<file path="src/design/pmg_defs.svh">
// constants for the power-management entry ports and status flags
`ifndef PMG_DEFS_SVH
`define PMG_DEFS_SVH

`define PMG_OFF_LEVEL2_CLOCK_STATE      8'h14
`define PMG_OFF_LEVEL3_CLOCK_STATE      8'h15
`define PMG_OFF_GLB       8'h18
`define PMG_OFF_DEV       8'h1C

`define PMG_GLB_IRQ_RSM   11
`define PMG_GLB_EXT_EVT   10
`define PMG_GLB_STBY      8
`define PMG_GLB_GP_SUM    7
`define PMG_GLB_PM_SUM    6
`define PMG_GLB_PWR_CMD   5
`define PMG_GLB_DEV_SUM   4
`define PMG_GLB_MABORT    2
`define PMG_GLB_USB       1
`define PMG_GLB_FW_REL    0

`define PMG_DEV_TRAP_LSB  16
`define PMG_DEV_IDLE_LSB  0
`define PMG_NUM_TRAP      14
`define PMG_NUM_IDLE      12

`define PMG_GLB_W1C_MASK  16'h0D25
`define PMG_RST_GLB       16'h0000
`define PMG_RST_DEV       32'h0000_0000
`define PMG_ENTRY_RDATA   8'h00

`endif

</file>
<file path="src/design/pmg_pkg.sv">
// types for the power-management entry and status block
package pmg_pkg;

  typedef enum logic [1:0] {
    PMG_RUN,
    PMG_LEVEL2_CLOCK_STATE,
    PMG_LEVEL3_CLOCK_STATE
  } pmg_cstate_t;

  typedef logic [3:0]  pmg_be_t;
  typedef logic [31:0] pmg_word_t;

endpackage : pmg_pkg

</file>
<file path="src/design/pmg_top.sv">
// level entry ports, global event flags and device monitor flags
`timescale 1ns/1ns
`default_nettype none
`include "pmg_defs.svh"

module pmg_top #(
  parameter int GP_W = 8,
  parameter int PM_W = 8
) (
  // clock and reset
  input  wire logic               clk,
  input  wire logic               sys_rst,
  // i/o cycle port
  input  wire logic [7:0]         io_addr,
  input  wire logic               io_rd,
  input  wire logic               io_wr,
  input  wire pmg_pkg::pmg_be_t   io_be,
  input  wire pmg_pkg::pmg_word_t io_wdata,
  output var  pmg_pkg::pmg_word_t io_rdata,
  output logic                    io_rvalid,
  // processor control bits
  input  wire logic               clock_ctrl_enable,
  input  wire logic               host_clock_stop_enable,
  input  wire logic               clock_ctrl_break,
  // event sources
  input  wire logic               irq_resume_evt,
  input  wire logic               external_mgmt_int_input_n,
  input  wire logic               standby_expiry_evt,
  input  wire logic               power_command_evt,
  input  wire logic               master_abort_evt,
  input  wire logic               legacy_usb_evt,
  input  wire logic               legacy_usb_pending,
  input  wire logic               global_release_wr,
  input  wire logic [13:0]        monitor_trap_evt,
  input  wire logic [11:0]        monitor_idle_evt,
  // mirrored status registers
  input  wire logic [GP_W-1:0]    general_purpose_status_reg,
  input  wire logic [PM_W-1:0]    pm_event_status_reg,
  // clock control outputs
  output logic                    level2_entry,
  output logic                    level3_entry,
  output logic                    level2_clock_state,
  output logic                    level3_clock_state,
  output logic                    host_clock_stop
);

  import pmg_pkg::*;

  // decode
  logic        hit_entry;
  logic        hit_glb;
  logic        hit_dev;
  logic        rd_level2_clock_state;
  logic        rd_level3_clock_state;
  pmg_word_t   wmask;
  logic [15:0] glb_clr;
  pmg_word_t   dev_clr;

  assign hit_entry = io_addr[7:2] == 6'(`PMG_OFF_LEVEL2_CLOCK_STATE >> 2);
  assign hit_glb   = io_addr[7:2] == 6'(`PMG_OFF_GLB >> 2);
  assign hit_dev   = io_addr[7:2] == 6'(`PMG_OFF_DEV >> 2);

  // entry port lanes: lane 0 is level 2, lane 1 is level 3
  logic lane0_only;
  logic lane1_only;
  logic entry_rd_ok;

  assign lane0_only  = io_be == 4'h1;
  assign lane1_only  = io_be == 4'h2;
  assign entry_rd_ok = io_rd && hit_entry && clock_ctrl_enable;

  // byte reads only; no write path exists for the entry ports
  assign rd_level2_clock_state = entry_rd_ok && lane0_only;
  assign rd_level3_clock_state = entry_rd_ok && lane1_only;

  assign wmask = {{8{io_be[3]}}, {8{io_be[2]}}, {8{io_be[1]}}, {8{io_be[0]}}};

  // write-one-to-clear masks, zeros and reserved bits do nothing
  assign glb_clr = (io_wr && hit_glb) ?
                   (io_wdata[15:0] & wmask[15:0] & `PMG_GLB_W1C_MASK) :
                   16'h0000;

  // external input synchroniser
  logic ext_sync1_r;
  logic ext_sync2_r;
  logic ext_prev_r;
  logic ext_assert;

  always_ff @(posedge clk)
  begin
    if (sys_rst)
    begin
      ext_sync1_r <= 1'b1;
      ext_sync2_r <= 1'b1;
    end
    else
    begin
      ext_sync1_r <= external_mgmt_int_input_n;
      ext_sync2_r <= ext_sync1_r;
    end
  end

  // falling-edge detect on the synchronised level
  always_ff @(posedge clk)
  begin
    if (sys_rst)
      ext_prev_r <= 1'b1;
    else
      ext_prev_r <= ext_sync2_r;
  end

  assign ext_assert = ext_prev_r && !ext_sync2_r;

  // hardware set terms by global flag position
  logic [15:0] glb_set;

  always_comb
  begin
    glb_set = 16'h0000;
    glb_set[`PMG_GLB_IRQ_RSM] = irq_resume_evt;
    glb_set[`PMG_GLB_EXT_EVT] = ext_assert;
    glb_set[`PMG_GLB_STBY]    = standby_expiry_evt;
    glb_set[`PMG_GLB_PWR_CMD] = power_command_evt;
    glb_set[`PMG_GLB_MABORT]  = master_abort_evt;
    glb_set[`PMG_GLB_USB]     = legacy_usb_evt;
    glb_set[`PMG_GLB_FW_REL]  = global_release_wr;
  end

  // global event flags
  logic irq_rsm_r;
  logic ext_evt_r;
  logic stby_r;
  logic pwr_cmd_r;
  logic mabort_r;
  logic usb_r;
  logic fw_rel_r;

  always_ff @(posedge clk)
  begin
    if (sys_rst)
      irq_rsm_r <= 1'b0;
    else
      irq_rsm_r <= (irq_rsm_r && !glb_clr[`PMG_GLB_IRQ_RSM])
                   || glb_set[`PMG_GLB_IRQ_RSM];
  end

  always_ff @(posedge clk)
  begin
    if (sys_rst)
      ext_evt_r <= 1'b0;
    else
      ext_evt_r <= (ext_evt_r && !glb_clr[`PMG_GLB_EXT_EVT])
                   || glb_set[`PMG_GLB_EXT_EVT];
  end

  always_ff @(posedge clk)
  begin
    if (sys_rst)
      stby_r <= 1'b0;
    else
      stby_r <= (stby_r && !glb_clr[`PMG_GLB_STBY])
                || glb_set[`PMG_GLB_STBY];
  end

  always_ff @(posedge clk)
  begin
    if (sys_rst)
      pwr_cmd_r <= 1'b0;
    else
      pwr_cmd_r <= (pwr_cmd_r && !glb_clr[`PMG_GLB_PWR_CMD])
                   || glb_set[`PMG_GLB_PWR_CMD];
  end

  always_ff @(posedge clk)
  begin
    if (sys_rst)
      mabort_r <= 1'b0;
    else
      mabort_r <= (mabort_r && !glb_clr[`PMG_GLB_MABORT])
                  || glb_set[`PMG_GLB_MABORT];
  end

  // cleared only by the usb side dropping its pending status
  always_ff @(posedge clk)
  begin
    if (sys_rst)
      usb_r <= 1'b0;
    else
      usb_r <= (usb_r && legacy_usb_pending)
               || glb_set[`PMG_GLB_USB];
  end

  always_ff @(posedge clk)
  begin
    if (sys_rst)
      fw_rel_r <= 1'b0;
    else
      fw_rel_r <= (fw_rel_r && !glb_clr[`PMG_GLB_FW_REL])
                  || glb_set[`PMG_GLB_FW_REL];
  end

  // device monitor flags
  logic [13:0] trap_r;
  logic [11:0] idle_r;
  pmg_word_t   dev_flags;

  assign dev_clr = (io_wr && hit_dev) ? (io_wdata & wmask) : 32'h0000_0000;

  genvar gi;
  generate
    for (gi = 0; gi < `PMG_NUM_TRAP; gi++)
    begin : g_trap
      always_ff @(posedge clk)
      begin
        if (sys_rst)
          trap_r[gi] <= 1'b0;
        else
          trap_r[gi] <= (trap_r[gi] && !dev_clr[`PMG_DEV_TRAP_LSB + gi])
                        || monitor_trap_evt[gi];
      end
    end
    for (gi = 0; gi < `PMG_NUM_IDLE; gi++)
    begin : g_idle
      always_ff @(posedge clk)
      begin
        if (sys_rst)
          idle_r[gi] <= 1'b0;
        else
          idle_r[gi] <= (idle_r[gi] && !dev_clr[`PMG_DEV_IDLE_LSB + gi])
                        || monitor_idle_evt[gi];
      end
    end
  endgenerate

  // reserved bits 31:30 and 15:12 stay zero
  assign dev_flags = {2'b00, trap_r, 4'h0, idle_r};

  // global flag image with summaries
  logic [15:0] glb_flags;

  always_comb
  begin
    glb_flags = `PMG_RST_GLB;
    glb_flags[`PMG_GLB_IRQ_RSM] = irq_rsm_r;
    glb_flags[`PMG_GLB_EXT_EVT] = ext_evt_r;
    glb_flags[`PMG_GLB_STBY]    = stby_r;
    glb_flags[`PMG_GLB_GP_SUM]  = |general_purpose_status_reg;
    glb_flags[`PMG_GLB_PM_SUM]  = |pm_event_status_reg;
    glb_flags[`PMG_GLB_PWR_CMD] = pwr_cmd_r;
    glb_flags[`PMG_GLB_DEV_SUM] = |dev_flags;
    glb_flags[`PMG_GLB_MABORT]  = mabort_r;
    glb_flags[`PMG_GLB_USB]     = usb_r;
    glb_flags[`PMG_GLB_FW_REL]  = fw_rel_r;
  end

  // read data, one cycle after the read strobe
  pmg_word_t rdata_nxt;

  always_comb
  begin
    rdata_nxt = 32'h0000_0000;
    if (hit_glb)
      rdata_nxt = {16'h0000, glb_flags} & wmask;
    else if (hit_dev)
      rdata_nxt = dev_flags & wmask;
    else if (hit_entry)
      rdata_nxt = {24'h00_0000, `PMG_ENTRY_RDATA};
  end

  always_ff @(posedge clk)
  begin
    if (sys_rst)
      io_rdata <= 32'h0000_0000;
    else if (io_rd)
      io_rdata <= rdata_nxt;
  end

  always_ff @(posedge clk)
  begin
    if (sys_rst)
      io_rvalid <= 1'b0;
    else
      io_rvalid <= io_rd;
  end

  // clock control state
  pmg_cstate_t cstate_r;
  pmg_cstate_t cstate_nxt;

  // next clock state; entry reads act only from run
  always_comb
  begin
    cstate_nxt = cstate_r;
    unique case (cstate_r)
      PMG_RUN:
      begin
        if (rd_level2_clock_state)
          cstate_nxt = PMG_LEVEL2_CLOCK_STATE;
        else if (rd_level3_clock_state)
          cstate_nxt = PMG_LEVEL3_CLOCK_STATE;
      end
      PMG_LEVEL2_CLOCK_STATE:
      begin
        if (clock_ctrl_break)
          cstate_nxt = PMG_RUN;
      end
      PMG_LEVEL3_CLOCK_STATE:
      begin
        if (clock_ctrl_break)
          cstate_nxt = PMG_RUN;
      end
    endcase
  end

  always_ff @(posedge clk)
  begin
    if (sys_rst)
      cstate_r <= PMG_RUN;
    else
      cstate_r <= cstate_nxt;
  end

  always_ff @(posedge clk)
  begin
    if (sys_rst)
    begin
      level2_entry <= 1'b0;
      level3_entry <= 1'b0;
    end
    else
    begin
      level2_entry <= rd_level2_clock_state && cstate_r == PMG_RUN;
      level3_entry <= rd_level3_clock_state && cstate_r == PMG_RUN;
    end
  end

  assign level2_clock_state = cstate_r == PMG_LEVEL2_CLOCK_STATE;
  assign level3_clock_state = cstate_r == PMG_LEVEL3_CLOCK_STATE;
  assign host_clock_stop    = level3_clock_state
                              && host_clock_stop_enable;

endmodule : pmg_top

`default_nettype wire

</file>
<file path="config.mk">
export PLATFORM = sky130hd
export DESIGN_NAME = pmg_top
export DESIGN_NICKNAME = d
export VERILOG_FILES = /design/src/design/pmg_pkg.sv /design/src/design/pmg_top.sv
export VERILOG_INCLUDE_DIRS = /design/src /design/src/design
export SDC_FILE = /design/constraint.sdc
export NUM_CORES = 1
export LEC_CHECK = 0
export CORE_UTILIZATION = 55
export DETAILED_ROUTE_END_ITERATION = 8
export DONT_BUFFER_PORTS = 1
export HOLD_SLACK_MARGIN = 0.15
export MAX_ROUTING_LAYER = met4
export PLACE_DENSITY = 0.76
export SYNTH_ARGS = -nofsm -noshare
export SYNTH_HDL_FRONTEND = slang
export SYNTH_SLANG_ARGS = --single-unit
</file>
<file path="constraint.sdc">
create_clock -name clk -period 2.6 [get_ports clk]
set_input_delay 0.26 -clock clk [delete_from_list [all_inputs] [get_ports clk]]
set_output_delay 0.26 -clock clk [all_outputs]
set_load 0.02 [all_outputs]
</file>
==> results of run 1 <==
==> layout make-up <==
class                      instances  area, sq um
sequential                        67         1341
multi-input combinational        206         1252
fill                             337         1131
timing repair buffer              66        663.1
clock buffer                      10        137.6
clock inverter                     6        111.4
tap                               67        83.83
inverter                           9        33.78
==> placed cells by master (no fill, tap or decap), drive strengths merged, types with 9 or more instances in the layout <==
| master | synthesis | final |
|---|---|---|
| nand2 | 12 | 12 |
| nand3 | 12 | 12 |
| nor4 | 10 | 10 |
| clkbuf | 13 | 10 |
| dlygate4sd3 | 0 | 62 |
| nor2 | 31 | 31 |
| a21oi | 38 | 38 |
| a22o | 16 | 16 |
| inv | 8 | 9 |
| dfxtp | 67 | 67 |
| nand4 | 23 | 23 |
==> per-layer routing <==
layer,vias up,wire length [um],share of wire
li1,1203,-,-
met1,1241,3198,0.38
met2,164,4100,0.49
met3,29,787,0.094
met4,0,253,0.030
met5,-,0,0
==> state kept, by name (all words and copies together), names as in the netlist <==
name / count
ext_sync1_r: 1
usb_r: 1
stby_r: 1
irq_rsm_r: 1
ext_evt_r: 1
ext_prev_r: 1
cstate_r: 2
pwr_cmd_r: 1
ext_sync2_r: 1
level2_entry: 1
io_rvalid: 1
mabort_r: 1
io_rdata: 26
dev_flags: 26
level3_entry: 1
fw_rel_r: 1
==> repair_timing <==
| item | CTS | global route |
|---|---|---|
| hold buffers | 63 | 0 |
| gates resized for setup | 0 | 0 |
| setup buffers | 0 | 0 |
| endpoints found under the hold margin | 50 | 0 |
==> stage by stage <==
stage          total power, mW  hold WS (ns)
2_1_floorplan            1.247        0.3638
5_1_grt                  2.500        0.1529
6_report                 2.418        0.1552
3_5_place_dp             1.249        0.3368
3_3_place_gp             1.245        0.3336
4_1_cts                  2.407        0.1504
==> worst reg2reg max path, delay by kind of cell (launching register included) <==
family                   cells  cell delay (ns)
AND/OR/NAND/NOR              1             0.30
flip-flops                   1             0.37
AO/OA/AOI/OAI                1             0.15
buffers and inverters        1             0.08
adder cells (fa/ha/maj)      1             0.33
==> power by group <==
group | leakage, nW | total [mW] | switching [mW] | internal, mW
Clock | 0.123 | 1.08 | 0.416 | 0.664
Sequential | 0.551 | 1.10 | 0.0361 | 1.07
Combinational | 0.730 | 0.233 | 0.104 | 0.129
Total | 1.40 | 2.42 | 0.556 | 1.86
==> cell families after synthesis <==
group | Yosys count
flip-flops | 67
multiplexers | 7
adder cells (fa/ha/maj) | 3
buffers and inverters | 36
XOR/XNOR | 1
other | 1
AO/OA/AOI/OAI | 72
AND/OR/NAND/NOR | 117
==> final timing paths <==
| kind | start | endpoint | slack [ns] | cells past startpoint |
|---|---|---|---|---|
| setup / recovery | io_addr[5] | dev_flags[7] | 0.76 | 6 |
| hold / removal | io_wdata[11] | dev_flags[11] | 0.16 | 3 |
| setup reg to reg | cstate_r[0] | cstate_r[0] | 1.31 | 4 |
| hold reg to reg | ext_sync1_r | ext_sync2_r | 0.42 | 1 |
==> impl_metrics.csv, run 1 <==
group,metric,value,unit
run_status,outcome,"completed",
pwr,p_per_area,667.2,mW/mm^2
critical_path,cp_num_buf_inv,2,
place,routabilityCongestion,0.7837,
critical_path,endpoint_kind,"flip-flop",
critical_path,cpMaxStageDelayCell,"dlygate4sd3_1",
synth,synth.most_common_cell,"dfxtp_1",
timing,finalHoldViolCount,0,
critical_path,cpLargestDelayFamily,"buffers and inverters",
global_routing,grt_usage,0.3330,
synth,synthCells,304,
routing,post_drt_wl_per_cell,19.35,um
routing,wirelength,8339,um
synth,yosys-mux-area-fraction,0.02699,
global_routing,antenna_found_initial,0,
routing,postRouteAntennaNets,0,
synth,synthAdderAreaFrac,0.01372,
routing,first_iter_violations,206,
final_layout,final_cell_area,0.003623,sq mm
flow_run,cap_violations,0,
floorplanning,floorplan.rows,25,
pwr,p_leak,1.404,nW
clock_network,clk_pin_slew,0.07,ns
synth,ys_seq_area_frac,0.4904,
final_layout,fin_nets,463,
hold_path,hold_path.class,"in2reg",
routing,routed_via_density,6.118,
global_routing,grtUsageMet3,0.09861,
final_layout,fin_cells,431,
critical_path,critPathMaxFanout,15,
synth,synth_top_family_by_area,"simple AND/OR/NAND/NOR gates",
clock_network,cts_tree,"built",
timing,tightest_slew,0.7317,ns
timing,fin_skew,0.007654,ns
pwr,ir_drop,0.0005049,V
global_routing,grt_pass1_wl,12540,um
global_routing,met2_usage,0.5545,
floorplanning,die_area,0.005259,sq mm
synth,synthArstFlopShare,0,
synth,ys_types,38,
timing,rsz0062_at_grt,"no",
final_layout,fin_util,0.7621,
routing,drtPass1Iterations,5,
synth,syn_area,0.002735,sq mm
floorplanning,core,0.004755,sq mm
synth,synth-simple-area-share,0.2333,
floorplanning,start_util,0.5753,
clock_network,insertion_delay,0.35,ns
timing,max_freq,543.0,MHz
clock_network,cts_root_buf,"clkbuf_8",
synth,synth_area_per_cell,8.997,sq um
final_layout,n_antenna_cell,0,
critical_path,crit_chain,"nor4b_4 > buf_4 > nand4_1 > a21oi_1 > dlygate4sd3_1 > nor2_1",
synth,ys_top_cells_by_area,"dfxtp_1, a21oi_1, nand4_1, a22o_1, nor2_1",
global_routing,grt_max_degree,50,
global_routing,busiest_layer,"met2",
synth,synthDominantCellAreaShare,0.4904,
clock_network,cts_made_buffers,9,
synth,ys_seq_elements,67,
clock_network,cts_sinks,67,
synth,yosysTopAreaCell,"dfxtp_1",
timing,min_period_over_period,0.7083,
floorplanning,pin_count,139,
timing,finalSetupTns,0,ns
critical_path,critPathMaxStageDelay,0.62,ns
global_routing,overflow,0,
timing,finalWorstSetupSlack,0.7585,ns
synth,synth_edf_count,0,
place,place_hpwl,4886,um
synth,synth-warning-count,0,
clock_network,clockBufferDepth,2,
final_layout,area_growth,32.48,%
synth,synth_compound_area_frac,0.1693,
place,place_ws,0.9301,ns
floorplanning,die_w,72.52,um
critical_path,startpoint_type,"primary input",
critical_path,cp.arrival,2.08,ns
clock_network,htree_levels,3,
timing,maxSlewHeadroom,0.5122,
place,place.port_buffers,0,
synth,synth_commonest_cells,"dfxtp_1, a21oi_1, nor2_1",
timing,setup_viol,0,
place,placedCellCount,352,
global_routing,grt_pass1_vias,2578,
routing,drc,0,
synth,synthXorXnorAreaFrac,0.003202,
final_layout,drive_gt1_frac,0.08242,
critical_path,required,2.84,ns
synth,synth_ff_type,"dfxtp_1",
timing,fin_crit,1.842,ns
timing,slew_viol_final,0,
routing,vias,2637,
critical_path,critPathKind,"in2reg",
floorplanning,die_h,72.52,um
global_routing,met1_usage,0.3711,
place,place_area,0.002734,sq mm
(Power assumes the default switching activity.)
==> run 2, diff against run 1 <==
==> constraint.sdc (replaced) <==
create_clock -name clk -period 1.8 [get_ports clk]
set_input_delay 0.18 -clock clk [delete_from_list [all_inputs] [get_ports clk]]
set_output_delay 0.18 -clock clk [all_outputs]
set_load 0.02 [all_outputs]
==> run 2 against run 1 <==
  * Clock-buffer cell count unchanged
  * Via count increased by 1.2%
  * Cell area increased by 2.6%
  * Flip-flop and latch count unchanged
  * Hold slack improved by 0.0061 ns
  * Highest routed layer unchanged
  * Routed wire length increased by 0.92%
==> impl_metrics.csv, run 2 (synthesis results as in run 1) <==
group,metric,value,unit
final_layout,fill_cells,339,
pwr,power_switching,0.8160,mW
clock_network,cts_root_buf,"clkbuf_8",
routing,drtPass1Iterations,4,
timing,fin_crit,1.673,ns
hold_path,hold_path.class,"in2reg",
clock_network,cts_sinks,67,
clock_network,clk_pin_slew,0.08,ns
routing,routed_via_density,5.996,
timing,finalHoldViolCount,0,
floorplanning,die_w,72.52,um
timing,finalSetupTns,0,ns
pwr,internal-power,2.425,mW
floorplanning,core,0.004755,sq mm
timing,slew_viol_final,0,
pwr,p_per_area,872.3,mW/mm^2
critical_path,critPathMaxFanout,9,
final_layout,most-common-layout-cells,"dlygate4sd3_1, dfxtp_1, a21oi_1",
floorplanning,pin_count,139,
pwr,p_leak,1.452,nW
place,place_hpwl,4977,um
critical_path,worst_path_most_repeated_cell,"dlygate4sd3_1",
timing,holdWs,0.1613,ns
final_layout,fin_nets,477,
critical_path,startpoint_type,"primary input",
critical_path,cp_num_buf_inv,2,
timing,setup_viol,0,
clock_network,htree_levels,3,
pwr,swShare,0.2517,
timing,fin_skew,0.008440,ns
final_layout,fin_cells,445,
pwr,clockPowerShare,0.394,
timing,rsz0062_at_grt,"no",
global_routing,grt_max_degree,52,
timing,min_period_over_period,0.9296,
global_routing,grt_pass1_vias,2576,
floorplanning,floorplan.rows,25,
flow_run,cap_violations,0,
routing,postRouteAntennaNets,0,
routing,drc,0,
global_routing,grt_pass1_wl,12770,um
final_layout,n_antenna_cell,0,
final_layout,drive_gt1_frac,0.08201,
floorplanning,start_util,0.5753,
clock_network,insertion_delay,0.34,ns
pwr,ir_drop,0.0006216,V
clock_network,cts_made_buffers,9,
global_routing,grt_usage,0.3365,
critical_path,critPathMaxStageDelay,0.71,ns
critical_path,endpoint_kind,"flip-flop",
critical_path,crit_chain,"dlygate4sd3_1 > nand2_1 > o21ai_0 > a21oi_1 > dlygate4sd3_1",
run_status,outcome,"completed",
pwr,p_total,3.241,mW
routing,post_drt_wl_per_cell,18.91,um
critical_path,cpLargestDelayFamily,"buffers and inverters",
critical_path,cpMaxStageDelayCell,"dlygate4sd3_1",
place,routabilityCongestion,0.7447,
final_layout,final_common_cell,"dlygate4sd3_1",
place,placedCellCount,353,
clock_network,clockBufferDepth,2,
routing,wirelength,8416,um
pwr,pwr-share-seq,0.492,
final_layout,area_growth,35.86,%
critical_path,required,2.02,ns
routing,vias,2668,
timing,max_freq,597.6,MHz
global_routing,overflow,0,
critical_path,critPathKind,"in2reg",
floorplanning,die_area,0.005259,sq mm
clock_network,cts_tree,"built",
critical_path,cp.arrival,1.89,ns
place,place.port_buffers,0,
global_routing,antenna_found_initial,0,
routing,first_iter_violations,155,
floorplanning,die_h,72.52,um
pwr,comb_power_share,0.114,
clock_network,postCtsSetupBuffers,0,
==> run 2: cell count changes in the layout (fill, tap and decap cells not counted) <==
cell	delta
clkinvlp_4	+1
dlymetal6s4s_1	+1
clkinv_2	+1
dlygate4sd3_1	+12
buf_4	+1
bufinv_16	-2
==> run 2: cell type report <==
cell class	instances	area (sq um)	share of cell area
Timing Repair Buffer	80	803.3	0.2162
Clock buffer	10	137.6	0.03704
Multi-Input combinational cell	206	1252	0.3370
Clock inverter	6	63.81	0.01717
Tap cell	67	83.83	0.02256
Sequential cell	67	1341	0.3609
Inverter	9	33.78	0.009091
==> run 2: per-stage QoR <==
step | worst slack, ns | util | cell area (sq um)
after detailed placement | 0.1464 | 0.5766 | 2741
after CTS | 0.1566 | 0.7811 | 3714
after global routing | 0.06887 | 0.7816 | 3716
after floorplan | 0.2909 | - | 2754
after global placement | 0.2263 | 0.5766 | 2741
final | 0.1266 | 0.7816 | 3716
==> run 2: routing by layer <==
metal  track usage  vias up  share of wire
li1              -     1232              -
met1        0.3872     1281           0.40
met2        0.5524      135           0.51
met3       0.07222       20          0.071
met4        0.1721        0          0.026
met5             -        -              0
==> run 2: tightest hold or removal path, stage by stage <==
cell	delay, ns
nor4b_4	0.03
nand4_1	0.14
o21ai_0	0.10
==> run 2: power groups by stage <==
| stage | clock, mW | sequential [mW] | combinational, mW |
|---|---|---|---|
| 6_report | 1.28 | 1.59 | 0.371 |
| 5_1_grt | 1.35 | 1.60 | 0.398 |
| 4_1_cts | 1.28 | 1.59 | 0.355 |
| 3_5_place_dp | 0 | 1.62 | 0.182 |
| 3_3_place_gp | 0 | 1.62 | 0.175 |
| 2_1_floorplan | 0 | 1.61 | 0.193 |
==> run 2: worst paths after layout <==
check	startpoint	endpoint	slack [ns]	cells after the start
worst max register to register	dev_flags[11]	io_rdata[11]	0.39	4
worst min-delay path	io_addr[5]	io_rdata[4]	0.16	3
worst max-delay path	io_be[1]	stby_r	0.13	5
worst min register to register	ext_sync1_r	ext_sync2_r	0.41	1
==> run 2: what timing repair did <==
| item | CTS | global route |
|---|---|---|
| hold buffers | 76 | 0 |
| endpoints found under the hold margin | 53 | 0 |
| gates resized for setup | 0 | 1 |
| endpoints found under the setup margin | 0 | 1 |
